### config.mk
export PLATFORM = sky130hd
export DESIGN_NAME = psc_core
export DESIGN_NICKNAME = d
export VERILOG_FILES = /design/src/logic/psc_pkg.sv /design/src/logic/psc_core.sv
export SDC_FILE = /design/constraint.sdc
export NUM_CORES = 1
export LEC_CHECK = 0
export BUFFER_PORTS_ARGS = -buffer_cell sky130_fd_sc_hd__buf_2
export CAP_MARGIN = 20
export CORE_MARGIN = 10
export CORE_UTILIZATION = 40
export DETAILED_ROUTE_END_ITERATION = 10
export PLACE_DENSITY = 0.59
export RECOVER_POWER = 25
export SYNTH_ARGS = -nofsm -noshare
export SYNTH_HDL_FRONTEND = slang
export SYNTH_SLANG_ARGS = --single-unit
### constraint.sdc
create_clock -name clk_sys_i -period 4 [get_ports clk_sys_i]
set_clock_uncertainty 0.05 [all_clocks]
set_input_delay 0.2 -clock clk_sys_i [delete_from_list [all_inputs] [get_ports clk_sys_i]]
set_output_delay 0.2 -clock clk_sys_i [all_outputs]
set_load 0.02 [all_outputs]
### src/logic/psc_pkg.sv
package psc_pkg;
   localparam logic [6:0]  SLAVE_ADDR     = 7'h38;
   localparam logic [7:0]  CMD_MEASURE    = 8'hAC;
   localparam logic [7:0]  CMD_ONDEMAND   = 8'hA8;
   localparam logic [7:0]  CMD_PERIODIC   = 8'hE0;
   localparam logic [7:0]  CMD_CONFIG     = 8'hE1;
   localparam logic [7:0]  CMD_SOFT_RESET = 8'hBA;
   localparam logic [7:0]  CMD_FIFO_RESET = 8'hBB;
   localparam int          CFG_INT_LEVEL  = 15;
   localparam int          CFG_FULL_IRQ   = 14;
   localparam int          CFG_FIFO_ON    = 12;
   localparam int          CFG_CALIB      = 11;
   localparam int          CFG_TRATE_LSB  = 6;
   localparam int          CFG_CYCLE_LSB  = 3;
   localparam logic [15:0] CFG_WRITABLE   = 16'hD9F8;
   localparam logic [15:0] CFG_RESET      = 16'h9800;
   localparam logic [7:0]  OSR_RESET      = 8'h77;
   localparam int          TEMPERATURE_OVERSAMPLE_CODE_LSB      = 4;
   localparam int          PRESSURE_OVERSAMPLE_CODE_LSB      = 0;
   localparam int          ST_BUSY        = 7;
   localparam int          CLK_PERIOD_NS  = 20;
   // one tick is 0.1 ms; all durations below count ticks
   localparam int          TICK_NS        = 100000;
   typedef logic [13:0] psc_ticks_type;
   localparam psc_ticks_type MEAS_TICKS [0:7] = '{14'h14A, 14'h0AA, 14'h054, 14'h02B,
                                                 14'h016, 14'h00C, 14'h007, 14'h004};
   localparam psc_ticks_type CYCLE_TICKS [0:7] = '{14'h0032, 14'h0064, 14'h00C8, 14'h0190,
                                                  14'h0320, 14'h09C4, 14'h1388, 14'h2710};
endpackage

### src/logic/psc_core.sv
// How it works
// - measurement start drives the done pin to its inactive level
// - measurement completion drives the done pin to its active level
// - reading a measurement word returns the done pin to inactive
// - after every measurement the engine returns to sleep until new work
// - 0xAC with oversampling starts one measurement giving pressure and temperature
// - status busy bit: 1 while measuring, 0 when finished
// - decode 0xA8 on-demand, 0xE0 periodic, 0xE1 config, 0xBA soft reset, 0xBB fifo reset
// - config bits 5:3 pick cycle period 5 ms up to 1000 ms
// - config bit 15 picks done pin polarity, 1 is active high
// - config bit 14 lets a full fifo raise the done pin
// - config bit 12 switches the result fifo on in periodic mode
// - config bit 11 picks calibrated data, 0 picks raw converter data
// - config bits 8:6 measure temperature every 2^n cycles
// - each 3-bit oversampling code (pressure, temperature) adds duration, 33 ms at 000 to 0.4 ms at 111
// - each reading is 24 bits, value in the upper 20
// - calibrated temperature code is fraction of -50..150 C full scale
// - a command arriving mid-measurement waits; later ones are dropped
// - every read starts with the status byte
// - on-demand mode after power-on, sleeping unless commanded
// - status bit 7 reads 1 while measuring, 0 when asleep
`timescale 1ns/100ps
module psc_core #(
   parameter int TICK_CYCLES = psc_pkg::TICK_NS / psc_pkg::CLK_PERIOD_NS
) (
   input  wire logic        clk_sys_i,
   input  wire logic        nrst_i,
   input  wire logic        scl_i,
   input  wire logic        sda_i,
   output logic             sda_o,
   output logic             sda_oe_o,
   output logic             int_o,
   input  wire logic [19:0] raw_press_i,
   input  wire logic [19:0] cal_press_i,
   input  wire logic [19:0] raw_temp_i,
   input  wire logic [19:0] cal_temp_i
);
   typedef enum logic [3:0] {I_IDLE = 4'h1, I_ADDR = 4'h2, I_WR = 4'h4, I_RD = 4'h8} psc_bus_type;
   typedef enum logic [1:0] {M_SLEEP = 2'h1, M_MEAS = 2'h2} psc_meas_type;

   psc_bus_type  i_state;
   psc_meas_type m_state;
   logic [1:0]   scl_sync;
   logic [1:0]   sda_sync;
   logic         scl_prev;
   logic         sda_prev;
   logic [15:0]  tick_cnt;
   logic [3:0]   bit_cnt;
   logic [7:0]   shreg;
   logic [7:0]   tx;
   logic         m_ack;
   logic [1:0]   wr_cnt;
   logic [7:0]   cmd_b;
   logic [7:0]   d0_b;
   logic [7:0]   d1_b;
   logic [2:0]   rd_seq;
   logic         pend_valid;
   logic [7:0]   pend_cmd;
   logic [7:0]   pend_d0;
   logic [7:0]   pend_d1;
   logic [15:0]  cfg;
   logic [7:0]   osr;
   logic         periodic;
   logic         cyc_due;
   logic         done_flag;
   logic [13:0]  timer;
   logic [13:0]  period;
   logic [6:0]   temp_seq;
   logic [23:0]  press_word;
   logic [23:0]  temp_word;
   logic [23:0]  buf_mem [0:1];
   logic         wr_ptr;
   logic         rd_ptr;
   logic [1:0]   buf_cnt;

   // synchronised bus pins; only the second stage is looked at
   wire scl_s      = scl_sync[1];
   wire sda_s      = sda_sync[1];
   wire scl_rise   = scl_s & ~scl_prev;
   wire scl_fall   = ~scl_s & scl_prev;
   wire start_cond = scl_s & scl_prev & sda_prev & ~sda_s;
   wire stop_cond  = scl_s & scl_prev & ~sda_prev & sda_s;
   wire tick       = tick_cnt == 16'(TICK_CYCLES - 1);
   wire addr_hit   = shreg[7:1] == psc_pkg::SLAVE_ADDR;
   wire slot_end   = scl_fall & (bit_cnt == 4'h9);
   wire m_sleep    = m_state == M_SLEEP;

   // command decode
   wire is_meas  = pend_cmd == psc_pkg::CMD_MEASURE;
   wire is_nor   = pend_cmd == psc_pkg::CMD_ONDEMAND;
   wire is_cyc   = pend_cmd == psc_pkg::CMD_PERIODIC;
   wire is_cfg   = pend_cmd == psc_pkg::CMD_CONFIG;
   wire is_srst  = pend_cmd == psc_pkg::CMD_SOFT_RESET;
   wire is_frst  = pend_cmd == psc_pkg::CMD_FIFO_RESET;
   wire long_cmd = (cmd_b == psc_pkg::CMD_MEASURE) | (cmd_b == psc_pkg::CMD_CONFIG);
   wire frame_ok = stop_cond & (i_state == I_WR) & (wr_cnt != 2'h0) & (~long_cmd | (wr_cnt == 2'h3));

   // buffer handshake; a full buffer holds off the next periodic measurement
   wire fifo_active = periodic & cfg[psc_pkg::CFG_FIFO_ON];
   wire buf_full    = buf_cnt == 2'h2;
   wire buf_empty   = buf_cnt == 2'h0;
   wire in_ready    = ~buf_full;
   wire room        = ~fifo_active | in_ready;
   wire exec        = m_sleep & pend_valid & (~is_meas | room);
   wire start       = m_sleep & ((exec & is_meas) | (~pend_valid & periodic & cyc_due & room));
   wire meas_end    = (m_state == M_MEAS) & tick & (timer == 14'h0001);
   wire push        = meas_end & fifo_active & in_ready;
   wire rd_pop      = slot_end & (i_state == I_RD) & (rd_seq == 3'h3) & fifo_active & ~buf_empty;
   wire done_clr    = slot_end & (i_state == I_RD) & (rd_seq == 3'h3);
   wire buf_clr     = exec & (is_srst | is_frst);

   // measurement timing and temperature decimation
   // a starting command times itself with its own oversampling byte
   wire [7:0]  osr_use   = (exec & is_meas) ? pend_d0 : osr;
   wire [13:0] meas_load = psc_pkg::MEAS_TICKS[osr_use[psc_pkg::PRESSURE_OVERSAMPLE_CODE_LSB +: 3]]
                         + psc_pkg::MEAS_TICKS[osr_use[psc_pkg::TEMPERATURE_OVERSAMPLE_CODE_LSB +: 3]];
   wire        period_end = periodic & tick & (period <= 14'h0001);
   wire [13:0] cyc_load  = psc_pkg::CYCLE_TICKS[cfg[psc_pkg::CFG_CYCLE_LSB +: 3]];
   wire [7:0]  rate_span = 8'h01 << cfg[psc_pkg::CFG_TRATE_LSB +: 3];
   wire [6:0]  rate_mask = 7'(rate_span - 8'h01);
   wire        temp_due  = ~periodic | ((temp_seq & rate_mask) == 7'h00);
   wire [19:0] sel_press = cfg[psc_pkg::CFG_CALIB] ? cal_press_i : raw_press_i;
   wire [19:0] sel_temp  = cfg[psc_pkg::CFG_CALIB] ? cal_temp_i : raw_temp_i;
   wire [23:0] new_press = {sel_press, 4'h0};

   // status byte and read-out selection
   wire [7:0] status_byte = {m_state == M_MEAS, 1'b0, periodic, 1'b0, cfg[psc_pkg::CFG_CALIB],
                             fifo_active, buf_full, buf_empty};
   wire [2:0]  next_seq = (rd_seq == (fifo_active ? 3'h3 : 3'h6)) ? 3'h1 : 3'(rd_seq + 3'h1);
   wire        head     = rd_pop ? ~rd_ptr : rd_ptr;
   wire [23:0] rd_word  = fifo_active ? buf_mem[head] : ((next_seq > 3'h3) ? temp_word : press_word);
   wire [1:0]  bsel     = (next_seq == 3'h1 || next_seq == 3'h4) ? 2'h2
                        : (next_seq == 3'h2 || next_seq == 3'h5) ? 2'h1 : 2'h0;
   wire [7:0]  next_byte = rd_word[{bsel, 3'h0} +: 8];
   wire        int_event = done_flag | (cfg[psc_pkg::CFG_FULL_IRQ] & fifo_active & buf_full);
   wire        next_int  = cfg[psc_pkg::CFG_INT_LEVEL] ? int_event : ~int_event;

   always_ff @(posedge clk_sys_i or negedge nrst_i)
   begin
      if (!nrst_i)
      begin
         scl_sync <= 2'h3;
         sda_sync <= 2'h3;
         scl_prev <= 1'b1;
         sda_prev <= 1'b1;
         tick_cnt <= 16'h0000;
         int_o    <= 1'b0;
         sda_o    <= 1'b0;
      end
      else
      begin
         scl_sync <= {scl_sync[0], scl_i};
         sda_sync <= {sda_sync[0], sda_i};
         scl_prev <= scl_s;
         sda_prev <= sda_s;
         // restart on start so a measurement lasts whole ticks, never one short
         tick_cnt <= (tick | start) ? 16'h0000 : 16'(tick_cnt + 16'h0001);
         int_o    <= next_int;
         sda_o    <= 1'b0;
      end
   end

   // bus slave: receive shifts on rising scl, drive changes on falling scl
   always_ff @(posedge clk_sys_i or negedge nrst_i)
   begin
      if (!nrst_i)
      begin
         i_state  <= I_IDLE;
         bit_cnt  <= 4'h0;
         shreg    <= 8'h00;
         tx       <= 8'h00;
         m_ack    <= 1'b0;
         wr_cnt   <= 2'h0;
         cmd_b    <= 8'h00;
         d0_b     <= 8'h00;
         d1_b     <= 8'h00;
         rd_seq   <= 3'h0;
         sda_oe_o <= 1'b0;
      end
      else if (start_cond)
      begin
         i_state  <= I_ADDR;
         bit_cnt  <= 4'h0;
         wr_cnt   <= 2'h0;
         sda_oe_o <= 1'b0;
      end
      else if (stop_cond)
      begin
         i_state  <= I_IDLE;
         sda_oe_o <= 1'b0;
      end
      else if (scl_rise && i_state != I_IDLE)
      begin
         if (bit_cnt < 4'h8)
            shreg <= {shreg[6:0], sda_s};
         if (bit_cnt == 4'h8)
            m_ack <= ~sda_s;
         bit_cnt <= 4'(bit_cnt + 4'h1);
      end
      else if (scl_fall && i_state != I_IDLE)
      begin
         if (bit_cnt == 4'h8)
         begin
            if (i_state == I_ADDR && !addr_hit)
               i_state <= I_IDLE;
            sda_oe_o <= (i_state == I_WR) | ((i_state == I_ADDR) & addr_hit);
            if (i_state == I_WR)
            begin
               if (wr_cnt == 2'h0)
                  cmd_b <= shreg;
               if (wr_cnt == 2'h1)
                  d0_b <= shreg;
               if (wr_cnt == 2'h2)
                  d1_b <= shreg;
               if (wr_cnt != 2'h3)
                  wr_cnt <= 2'(wr_cnt + 2'h1);
            end
         end
         else if (bit_cnt == 4'h9)
         begin
            bit_cnt <= 4'h0;
            if (i_state == I_ADDR && shreg[0])
            begin
               i_state  <= I_RD;
               rd_seq   <= 3'h0;
               tx       <= status_byte;
               sda_oe_o <= ~status_byte[7];
            end
            else if (i_state == I_ADDR || i_state == I_WR)
            begin
               i_state  <= I_WR;
               sda_oe_o <= 1'b0;
            end
            else if (m_ack)
            begin
               rd_seq   <= next_seq;
               tx       <= next_byte;
               sda_oe_o <= ~next_byte[7];
            end
            else
            begin
               i_state  <= I_IDLE;
               sda_oe_o <= 1'b0;
            end
         end
         else if (i_state == I_RD)
         begin
            tx       <= {tx[6:0], 1'b0};
            sda_oe_o <= ~tx[6];
         end
      end
   end

   // one waiting command; anything arriving while it waits is dropped
   always_ff @(posedge clk_sys_i or negedge nrst_i)
   begin
      if (!nrst_i)
      begin
         pend_valid <= 1'b0;
         pend_cmd   <= 8'h00;
         pend_d0    <= 8'h00;
         pend_d1    <= 8'h00;
      end
      else if (exec)
         pend_valid <= 1'b0;
      else if (frame_ok && !pend_valid)
      begin
         pend_valid <= 1'b1;
         pend_cmd   <= cmd_b;
         pend_d0    <= d0_b;
         pend_d1    <= d1_b;
      end
   end

   always_ff @(posedge clk_sys_i or negedge nrst_i)
   begin
      if (!nrst_i)
      begin
         cfg      <= psc_pkg::CFG_RESET;
         osr      <= psc_pkg::OSR_RESET;
         periodic <= 1'b0;
      end
      else if (exec)
      begin
         if (is_nor || is_srst)
            periodic <= 1'b0;
         if (is_cyc)
            periodic <= 1'b1;
         if (is_cfg)
            cfg <= {pend_d0, pend_d1} & psc_pkg::CFG_WRITABLE;
         if (is_srst)
            cfg <= psc_pkg::CFG_RESET;
         if (is_srst)
            osr <= psc_pkg::OSR_RESET;
         if (is_meas)
            osr <= pend_d0;
      end
   end

   always_ff @(posedge clk_sys_i or negedge nrst_i)
   begin
      if (!nrst_i)
      begin
         m_state    <= M_SLEEP;
         timer      <= 14'h0000;
         period     <= 14'h0000;
         cyc_due    <= 1'b0;
         done_flag  <= 1'b0;
         temp_seq   <= 7'h00;
         press_word <= 24'h000000;
         temp_word  <= 24'h000000;
      end
      else
      begin
         // entering periodic mode counts a full period, not a stale remainder
         if (exec && is_cyc)
            period <= cyc_load;
         else if (periodic && tick)
            period <= period_end ? cyc_load : 14'(period - 14'h0001);
         if (start)
            cyc_due <= 1'b0;
         if (period_end || (exec && is_cyc))
            cyc_due <= 1'b1;
         if (done_clr)
            done_flag <= 1'b0;
         if (start)
         begin
            m_state   <= M_MEAS;
            timer     <= meas_load;
            done_flag <= 1'b0;
         end
         else if (m_state == M_MEAS && tick)
            timer <= 14'(timer - 14'h0001);
         if (meas_end)
         begin
            m_state    <= M_SLEEP;
            done_flag  <= 1'b1;
            press_word <= new_press;
            temp_seq   <= 7'(temp_seq + 7'h01);
            if (temp_due)
               temp_word <= {sel_temp, 4'h0};
         end
         if (exec && is_srst)
            done_flag <= 1'b0;
      end
   end

   // two-entry result buffer
   always_ff @(posedge clk_sys_i or negedge nrst_i)
   begin
      if (!nrst_i)
      begin
         wr_ptr  <= 1'b0;
         rd_ptr  <= 1'b0;
         buf_cnt <= 2'h0;
      end
      else if (buf_clr)
      begin
         wr_ptr  <= 1'b0;
         rd_ptr  <= 1'b0;
         buf_cnt <= 2'h0;
      end
      else
      begin
         if (push)
            wr_ptr <= ~wr_ptr;
         if (rd_pop)
            rd_ptr <= ~rd_ptr;
         buf_cnt <= 2'(buf_cnt + {1'b0, push} - {1'b0, rd_pop});
      end
   end

   always_ff @(posedge clk_sys_i)
   begin
      if (push)
         buf_mem[wr_ptr] <= new_press;
   end
endmodule

Word-level counts from Yosys, hierarchy flattened
Memory sizes are Yosys's and may differ from the RTL's.
Index checks and enable logic that the tools add are counted.
W data, S select, Z words.
{"block": "totals", "n_memories": 4, "word_cells": 309, "mem_bits_rw": 40, "register_bits": 209, "rom_bits": 336, "out_inout_bits": 3}
{"block": "op_classes", "bitwise": 69, "reduce_logical": 57, "n_shift": 2, "add_sub_neg": 11, "n_eq_ne": 39, "n_mux": 86, "n_lt_le_gt_ge": 6}
{"memory": "(name not given)", "depth": 8, "word_bits": 14, "rd": 1, "rd_clocked_by_memory_dff": 0, "write_ports": 0, "line_no": "psc_core.sv:118", "source": "wire [13:0] cyc_load = psc_pkg::CYCLE_TICKS[cfg[psc_pkg::CFG_CYCLE_LSB +: 3]];"}
{"memory": "(name not given)", "depth": 8, "word_bits": 14, "rd": 1, "rd_clocked_by_memory_dff": 0, "write_ports": 0, "line_no": "psc_core.sv:116", "source": "+ psc_pkg::MEAS_TICKS[osr_use[psc_pkg::TEMPERATURE_OVERSAMPLE_CODE_LSB +: 3]];"}
{"memory": "(name not given)", "depth": 8, "word_bits": 14, "rd": 1, "rd_clocked_by_memory_dff": 0, "write_ports": 0, "line_no": "psc_core.sv:115", "source": "wire [13:0] meas_load = psc_pkg::MEAS_TICKS[osr_use[psc_pkg::PRESSURE_OVERSAMPLE_CODE_LSB +: 3]]"}
{"memory": "buf_mem", "depth": 2, "word_bits": 20, "rd": 1, "rd_clocked_by_memory_dff": 0, "write_ports": 1, "line_no": "psc_core.sv:71", "source": "logic [23:0] buf_mem [0:1];"}
{"op": "$mux W14", "n": 11}
{"op": "$eq A8 B8 Y1 const B", "n": 8}
{"op": "$mux W4", "n": 16}
{"op": "$mux W7", "n": 8}
{"op": "$mux W16", "n": 3}
{"op": "$mux W24", "n": 2}
{"op": "$mux W20", "n": 2}
{"op": "$and A1 B1 Y1", "n": 33}
{"op": "$reduce_bool A2 Y1", "n": 16}
{"op": "$mux W1", "n": 28}
{"op": "$sub A14 B1 Y14 const B", "n": 2}
{"op": "$shiftx A24 B6 Y8", "n": 1}
{"op": "$mux W2", "n": 11}
{"op": "$not A1 Y1", "n": 22}
{"op": "$reduce_and A7 Y1", "n": 3}
{"op": "$add A16 B1 Y16 const B", "n": 1}
{"op": "$eq A16 B13 Y1 const B", "n": 1}
{"op": "$reduce_and A8 Y1", "n": 2}
{"op": "$mux W3", "n": 5}
{"op": "$add A14 B14 Y14", "n": 1}
{"op": "$eq A14 B1 Y1 const B", "n": 1}
{"op": "$le A14 B1 Y1 const B", "n": 1}
{"op": "$eq A4 B4 Y1 const B", "n": 3}
{"op": "$ge A4 B4 Y1 const B", "n": 3}
{"op": "other kinds (41)", "n": 86}

Depth between registers and ports, before layout
An unclocked memory read counts as a cell.
{"block": "depth", "depth_word": 21, "depth_mapped": 19, "ltp_nobuf": 16}

Least setup slack after synthesis
No wires, ideal clock.
{"block": "synth_path", "path_kind": "reg-to-reg", "start": "register periodic", "end": "register timer[9]", "arrival_time_ns": 3.394, "stages_incl_launch_ff": 17, "synth_period_minus_slack_ns": 3.580, "setup_ns": 0.135, "slack_ns": 0.420, "n_path_buf": 3, "path_cell_list": "dfrtp_1 > clkbuf_1 > and2_1 > clkbuf_1 > nand2_1 > nand2_1 > nor2_1 > clkbuf_1 > mux2_2 > ha_1 > a21o_1 > a21oi_1 > nor2b_1 > o41ai_1 > o21ai_0 > a211oi_1 > a21oi_1"}
{"block": "synth_between", "elab_chain_len": 13, "elab_cells_between_ends": 23, "classes_between": "add/sub (1); mux (6); bitwise (13); reduce/logical (1); memory (2)"}
{"element": "start: declaration", "line_no": "psc_core.sv:63", "source": "logic periodic;"}
{"element": "start signal: assignment", "line_no": "psc_core.sv:281", "source": "periodic <= 1'b0;"}
{"element": "start signal: assignment", "line_no": "psc_core.sv:286", "source": "periodic <= 1'b0;"}
{"element": "start signal: assignment", "line_no": "psc_core.sv:288", "source": "periodic <= 1'b1;"}
{"element": "$and A1 B1 Y1", "line_no": "psc_core.sv:99", "source": "wire fifo_active = periodic & cfg[psc_pkg::CFG_FIFO_ON];"}
{"element": "$not A1 Y1", "line_no": "psc_core.sv:103", "source": "wire room = ~fifo_active | in_ready;"}
{"element": "$or A1 B1 Y1", "line_no": "psc_core.sv:103"}
{"element": "$or A1 B1 Y1", "line_no": "psc_core.sv:104", "source": "wire exec = m_sleep & pend_valid & (~is_meas | room);"}
{"element": "$and A1 B1 Y1", "line_no": "psc_core.sv:104"}
{"element": "$and A1 B1 Y1", "line_no": "psc_core.sv:105, psc_core.sv:114"}
{"element": "$mux W7", "line_no": "psc_core.sv:114", "source": "wire [7:0] osr_use = (exec & is_meas) ? pend_d0 : osr;"}
{"element": "$not A3 Y4, on equally long branches", "line_no": "psc_core.sv:115, psc_core.sv:116"}
{"element": "$mem_v2 Z8 W14, on equally long branches"}
{"element": "$mux W14, on equally long branches (2 in a row)", "line_no": "psc_core.sv:115, psc_core.sv:116"}
{"element": "$add A14 B14 Y14", "line_no": "psc_core.sv:116"}
{"element": "$mux W14", "line_no": "psc_core.sv:326", "source": "if (start)"}
{"element": "end signal: assignment", "line_no": "psc_core.sv:329", "source": "timer <= meas_load;"}
{"element": "end signal: assignment", "line_no": "psc_core.sv:333", "source": "timer <= 14'(timer - 14'h0001);"}
{"element": "end: declaration", "line_no": "psc_core.sv:66", "source": "logic [13:0] timer;"}
Parallel ways exist; a longest one is shown, timed or not. The select of a mux whose other input is x is not followed.
A chain may end at the register's enable or synchronous reset.

Worst setup path in the final report
{"block": "layout_path", "start": "register pend_cmd[4]", "end": "register timer[9]"}
{"block": "layout_between", "elab_chain_len": 12, "elab_cells_between_ends": 19, "classes_between": "add/sub (1); eq/ne (1); mux (6); bitwise (8); reduce/logical (1); memory (2)"}
{"element": "start: declaration", "line_no": "psc_core.sv:58", "source": "logic [7:0] pend_cmd;"}
{"element": "start signal: assignment", "line_no": "psc_core.sv:269", "source": "pend_cmd <= cmd_b;"}
{"element": "$eq A8 B8 Y1 *", "line_no": "psc_core.sv:89", "source": "wire is_meas = pend_cmd == psc_pkg::CMD_MEASURE;"}
{"element": "$not A1 Y1", "line_no": "psc_core.sv:104"}
{"element": "$or A1 B1 Y1", "line_no": "psc_core.sv:104"}
{"element": "$and A1 B1 Y1", "line_no": "psc_core.sv:104"}
{"element": "$and A1 B1 Y1 *", "line_no": "psc_core.sv:105, psc_core.sv:114"}
{"element": "$mux W7", "line_no": "psc_core.sv:114"}
{"element": "$not A3 Y4, on equally long branches", "line_no": "psc_core.sv:115, psc_core.sv:116"}
{"element": "$mem_v2 Z8 W14, on equally long branches"}
{"element": "$mux W14, on equally long branches (2 in a row)", "line_no": "psc_core.sv:115, psc_core.sv:116"}
{"element": "$add A14 B14 Y14", "line_no": "psc_core.sv:116"}
{"element": "$mux W14", "line_no": "psc_core.sv:326"}
Mark *: on every way between the ends. The rest lies on a longest branch, timed or not. The select of a mux whose other input is x is not followed.

==> run_summary.xml <==
<?xml version="1.0" encoding="UTF-8"?>
<metrics>
  <group name="outcome">
    <metric name="status" unit="">finished, violations left</metric>
    <metric name="violations" unit="">max-capacitance violations, max-slew violations</metric>
  </group>
  <group name="synthesis">
    <metric name="yosysWarningCount" unit="">0</metric>
    <metric name="number_of_enable_type_register_cells_in_the_synthesized_netlist" unit="">40</metric>
    <metric name="synthesis.area" unit="um^2">12600</metric>
    <metric name="yosysTopAreaCell" unit="">dfrtp_1</metric>
    <metric name="netlist.area_leader.share" unit="">0.355</metric>
    <metric name="yosys-top-cells-area" unit="">dfrtp_1 (36%), edfxtp_1 (9.5%), mux2_2 (6.7%), nand2_1 (4.7%), nor2_1 (4.3%)</metric>
    <metric name="ys_seq_elements" unit="">236</metric>
    <metric name="ys_async_sr_fraction" unit="">0.831</metric>
    <metric name="synth_fp_nets" unit="">1393</metric>
    <metric name="post-synth-top-count-cell" unit="">dfrtp_1</metric>
    <metric name="synth_cell_types" unit="">78</metric>
    <metric name="top_cell_types_by_occurrence_after_synthesis" unit="">dfrtp_1 (179), nand2_1 (157), nor2_1 (144), a21oi_1 (77), mux2_2 (75)</metric>
    <metric name="syn_area_per_cell" unit="um^2">9.88</metric>
    <metric name="synth_ff_type" unit="">dfrtp_1</metric>
    <metric name="synth.yosys.seq_area_share" unit="">0.486</metric>
    <metric name="synth_cells" unit="">1276</metric>
  </group>
  <group name="placement">
    <metric name="place.port_buffers" unit="">85</metric>
    <metric name="dpl-instance-area" unit="um^2">13500</metric>
    <metric name="dpl.hpwl" unit="um">22400</metric>
    <metric name="routabilityCongestion" unit="">0.884</metric>
    <metric name="placed_cells" unit="">1720</metric>
  </group>
  <group name="finish">
    <metric name="final_cells" unit="">1857</metric>
    <metric name="fin_nets" unit="">1555</metric>
    <metric name="drive_above_1_share" unit="">0.173</metric>
    <metric name="filler_cells_inserted" unit="">2833</metric>
    <metric name="synthesis_to_layout_area_growth" unit="%">20.6</metric>
    <metric name="final_cell_area" unit="um^2">15200</metric>
  </group>
  <group name="cts">
    <metric name="clockRootBuffer" unit="">clkbuf_16</metric>
    <metric name="tritoncts" unit="">built</metric>
    <metric name="numCtsBuffers" unit="">27</metric>
    <metric name="cts.repair_timing.setup_buffer_count" unit="">0</metric>
    <metric name="clk_latency" unit="ps">530</metric>
    <metric name="cts-root-to-sink-buffers" unit="">3</metric>
    <metric name="clock_tree.htree_level_count" unit="">1</metric>
    <metric name="worst_setup_hold_path_clk_slew" unit="ps">60</metric>
    <metric name="clock_sink_count" unit="">236</metric>
  </group>
  <group name="power_and_ir_drop">
    <metric name="share_comb_of_total_power" unit="">0.075</metric>
    <metric name="cellInternalPower" unit="uW">4110</metric>
    <metric name="irDropWorstVdd" unit="V">0.000324</metric>
    <metric name="p_per_area" unit="nW/um^2">357</metric>
    <metric name="seq_power_share" unit="">0.490</metric>
    <metric name="leakage" unit="uW">0.00672</metric>
    <metric name="share_clk_of_total_power" unit="">0.434</metric>
    <metric name="total_switching_power" unit="uW">1320</metric>
    <metric name="switching_fraction" unit="">0.244</metric>
  </group>
  <group name="timing">
    <metric name="timing.setup.tns" unit="ps">0</metric>
    <metric name="slew_headroom" unit="">-1.03</metric>
    <metric name="grt_setup_unrepaired" unit="">no</metric>
    <metric name="final-hold-violation-count" unit="">0</metric>
    <metric name="fmax" unit="GHz">0.274</metric>
    <metric name="timing.final.crit_period" unit="ps">3650</metric>
    <metric name="setup_viol" unit="">0</metric>
    <metric name="ratio_of_final_minimum_period_to_clock_period" unit="">0.912</metric>
    <metric name="hold-worst-slack" unit="ps">253</metric>
    <metric name="worst_slew_pin_slew" unit="ps">3050</metric>
    <metric name="report.final.slew_viol_count" unit="">118</metric>
  </group>
  <group name="floorplanning">
    <metric name="start_util" unit="">0.409</metric>
    <metric name="floorplan.die.width" unit="um">198</metric>
    <metric name="die_height" unit="um">198</metric>
    <metric name="fp-row-count" unit="">64</metric>
    <metric name="die_area" unit="um^2">39000</metric>
    <metric name="core_area" unit="um^2">30800</metric>
    <metric name="pin_count" unit="">87</metric>
  </group>
  <group name="drt">
    <metric name="detailroute.via_count" unit="">9917</metric>
    <metric name="avgViaCountPerCell" unit="">5.34</metric>
    <metric name="drc" unit="">0</metric>
    <metric name="routed_wirelength" unit="um">32300</metric>
    <metric name="drt_pass1_iterations" unit="">4</metric>
    <metric name="dr.first_iter.drc_count" unit="">732</metric>
    <metric name="detail_route.wl_per_cell" unit="um">17.4</metric>
    <metric name="antenna_left" unit="">0</metric>
  </group>
  <group name="global_routing">
    <metric name="grt_antenna_before_repair" unit="">0</metric>
    <metric name="vias_in_the_first_global_route" unit="">10100</metric>
    <metric name="groute.usage.overall" unit="">0.165</metric>
    <metric name="first_pass_grt_wire_length" unit="um">53100</metric>
    <metric name="grt_start_max_net_pins" unit="">119</metric>
    <metric name="grt.overflow.total" unit="">0</metric>
  </group>
  <group name="critical_path">
    <metric name="cp.arrival" unit="ps">4000</metric>
    <metric name="worst-endpoint-required" unit="ps">4350</metric>
    <metric name="path_max_fanout" unit="">9</metric>
    <metric name="endpoint_kind" unit="">flip-flop</metric>
    <metric name="worst-setup-path-type" unit="">reg -&gt; reg</metric>
    <metric name="element_type_at_the_critical_path_start" unit="">flip-flop</metric>
  </group>
  <group name="min_path">
    <metric name="worstHoldPathType" unit="">in -&gt; reg</metric>
  </group>
  <group name="flow_run">
    <metric name="max_cap_violations" unit="">1</metric>
  </group>
</metrics>
## state kept, by name (all words and copies together), names as in the netlist, 10 cells and up
name / count
cfg: 10
temp_word: 20
press_word: 20
timer: 14
tick_cnt: 16
buf_mem: 40
period: 14
## repair_timing
action                                 CTS  global route
endpoints found under the hold margin  189             0
setup endpoints to repair                0             2
gates resized for setup                  0             1
hold buffers                            84             0
## stage by stage
stage | utilization | setup slack [ps] | power (uW)
after floorplan | - | 420 | 2860
after global placement | 0.438 | 450 | 3050
after detailed placement | 0.438 | 284 | 3050
after CTS | 0.493 | 257 | 5500
after global routing | 0.493 | 87.3 | 5660
final | 0.493 | 353 | 5430
## worst paths after layout
kind,from,endpoint,slack [ps],cells after the start
hold / removal,scl_i,scl_sync[0],250,2
max in group asynchronous,nrst_i,press_word[9],980,2
min in group asynchronous,nrst_i,tick_cnt[13],1150,2
setup / recovery,pend_cmd[4],timer[9],350,14
hold reg to reg,sda_sync[0],sda_sync[1],310,0
setup reg to reg,pend_cmd[4],timer[9],350,14
## metal layers
metal	GRT usage	routed length [um]
met2	0.279	15700
met4	0.0362	595
met3	0.0218	990
met1	0.220	15000
met5	0	0
## worst max-delay path, stage by stage (launching register included)
cell and delay [ps]:
dfrtp_1 400, nand4bb_1 260, nor3_1 280, nand3_1 200, nor2_4 250, buf_4 190
mux2_2 360, a211oi_1 230, ha_1 320, o21a_1 210, o22a_1 180, o41ai_1 90
o21ai_0 160, a211oi_1 280, a21oi_1 60
## cells in the final DEF (no fill, tap or decap), types with 5 or more instances in the layout
cell type,n
a211oi_1,12
a21o_1,11
a21oi_1,76
a221oi_1,5
a22o_1,5
a31oi_1,7
and2_1,8
buf_2,84
buf_4,24
clkbuf_1,7
clkbuf_16,27
clkinv_1,5
dfrtp_1,179
dfstp_2,15
dlygate4sd3_1,84
edfxtp_1,40
ha_1,32
inv_1,32
mux2_2,75
mux2i_1,52
nand2_1,157
nand2b_1,18
nand3_1,27
nand3b_1,6
nand4_1,5
nor2_1,143
nor2b_1,21
nor3_1,36
nor3b_1,6
nor4_1,15
o211ai_1,7
o21ai_0,65
o22a_1,5
o22ai_1,10
or2_2,5
or3_1,7
xnor2_1,30
xor2_1,21
## final cells by class
class,instances,area (um^2),share of cell area
antenna,2,5.00,0.000329
clock buffer,37,743,0.0489
clock inverter,13,96.3,0.00633
inverter,32,120,0.00790
multi-input combinational,946,6140,0.404
sequential,236,6130,0.403
tap,396,495,0.0326
timing repair buffer,195,1490,0.0977
## logic make-up after synthesis
logic type | synth area share
simple gates | 0.181
other cells | 0.000297
buf+inv | 0.0302
fa+ha+maj | 0.0341
mux | 0.109
flops | 0.486
xor+xnor | 0.0361
compound gates | 0.124
## power by group through the flow
stage	registers (uW)	logic [uW]	clock network, uW
after floorplan	2650	211	0
after global placement	2700	344	0
after detailed placement	2710	348	0
after CTS	2660	413	2420
after global routing	2680	465	2520
final	2660	409	2360
Note: power is estimated with default switching activity, not from simulation.
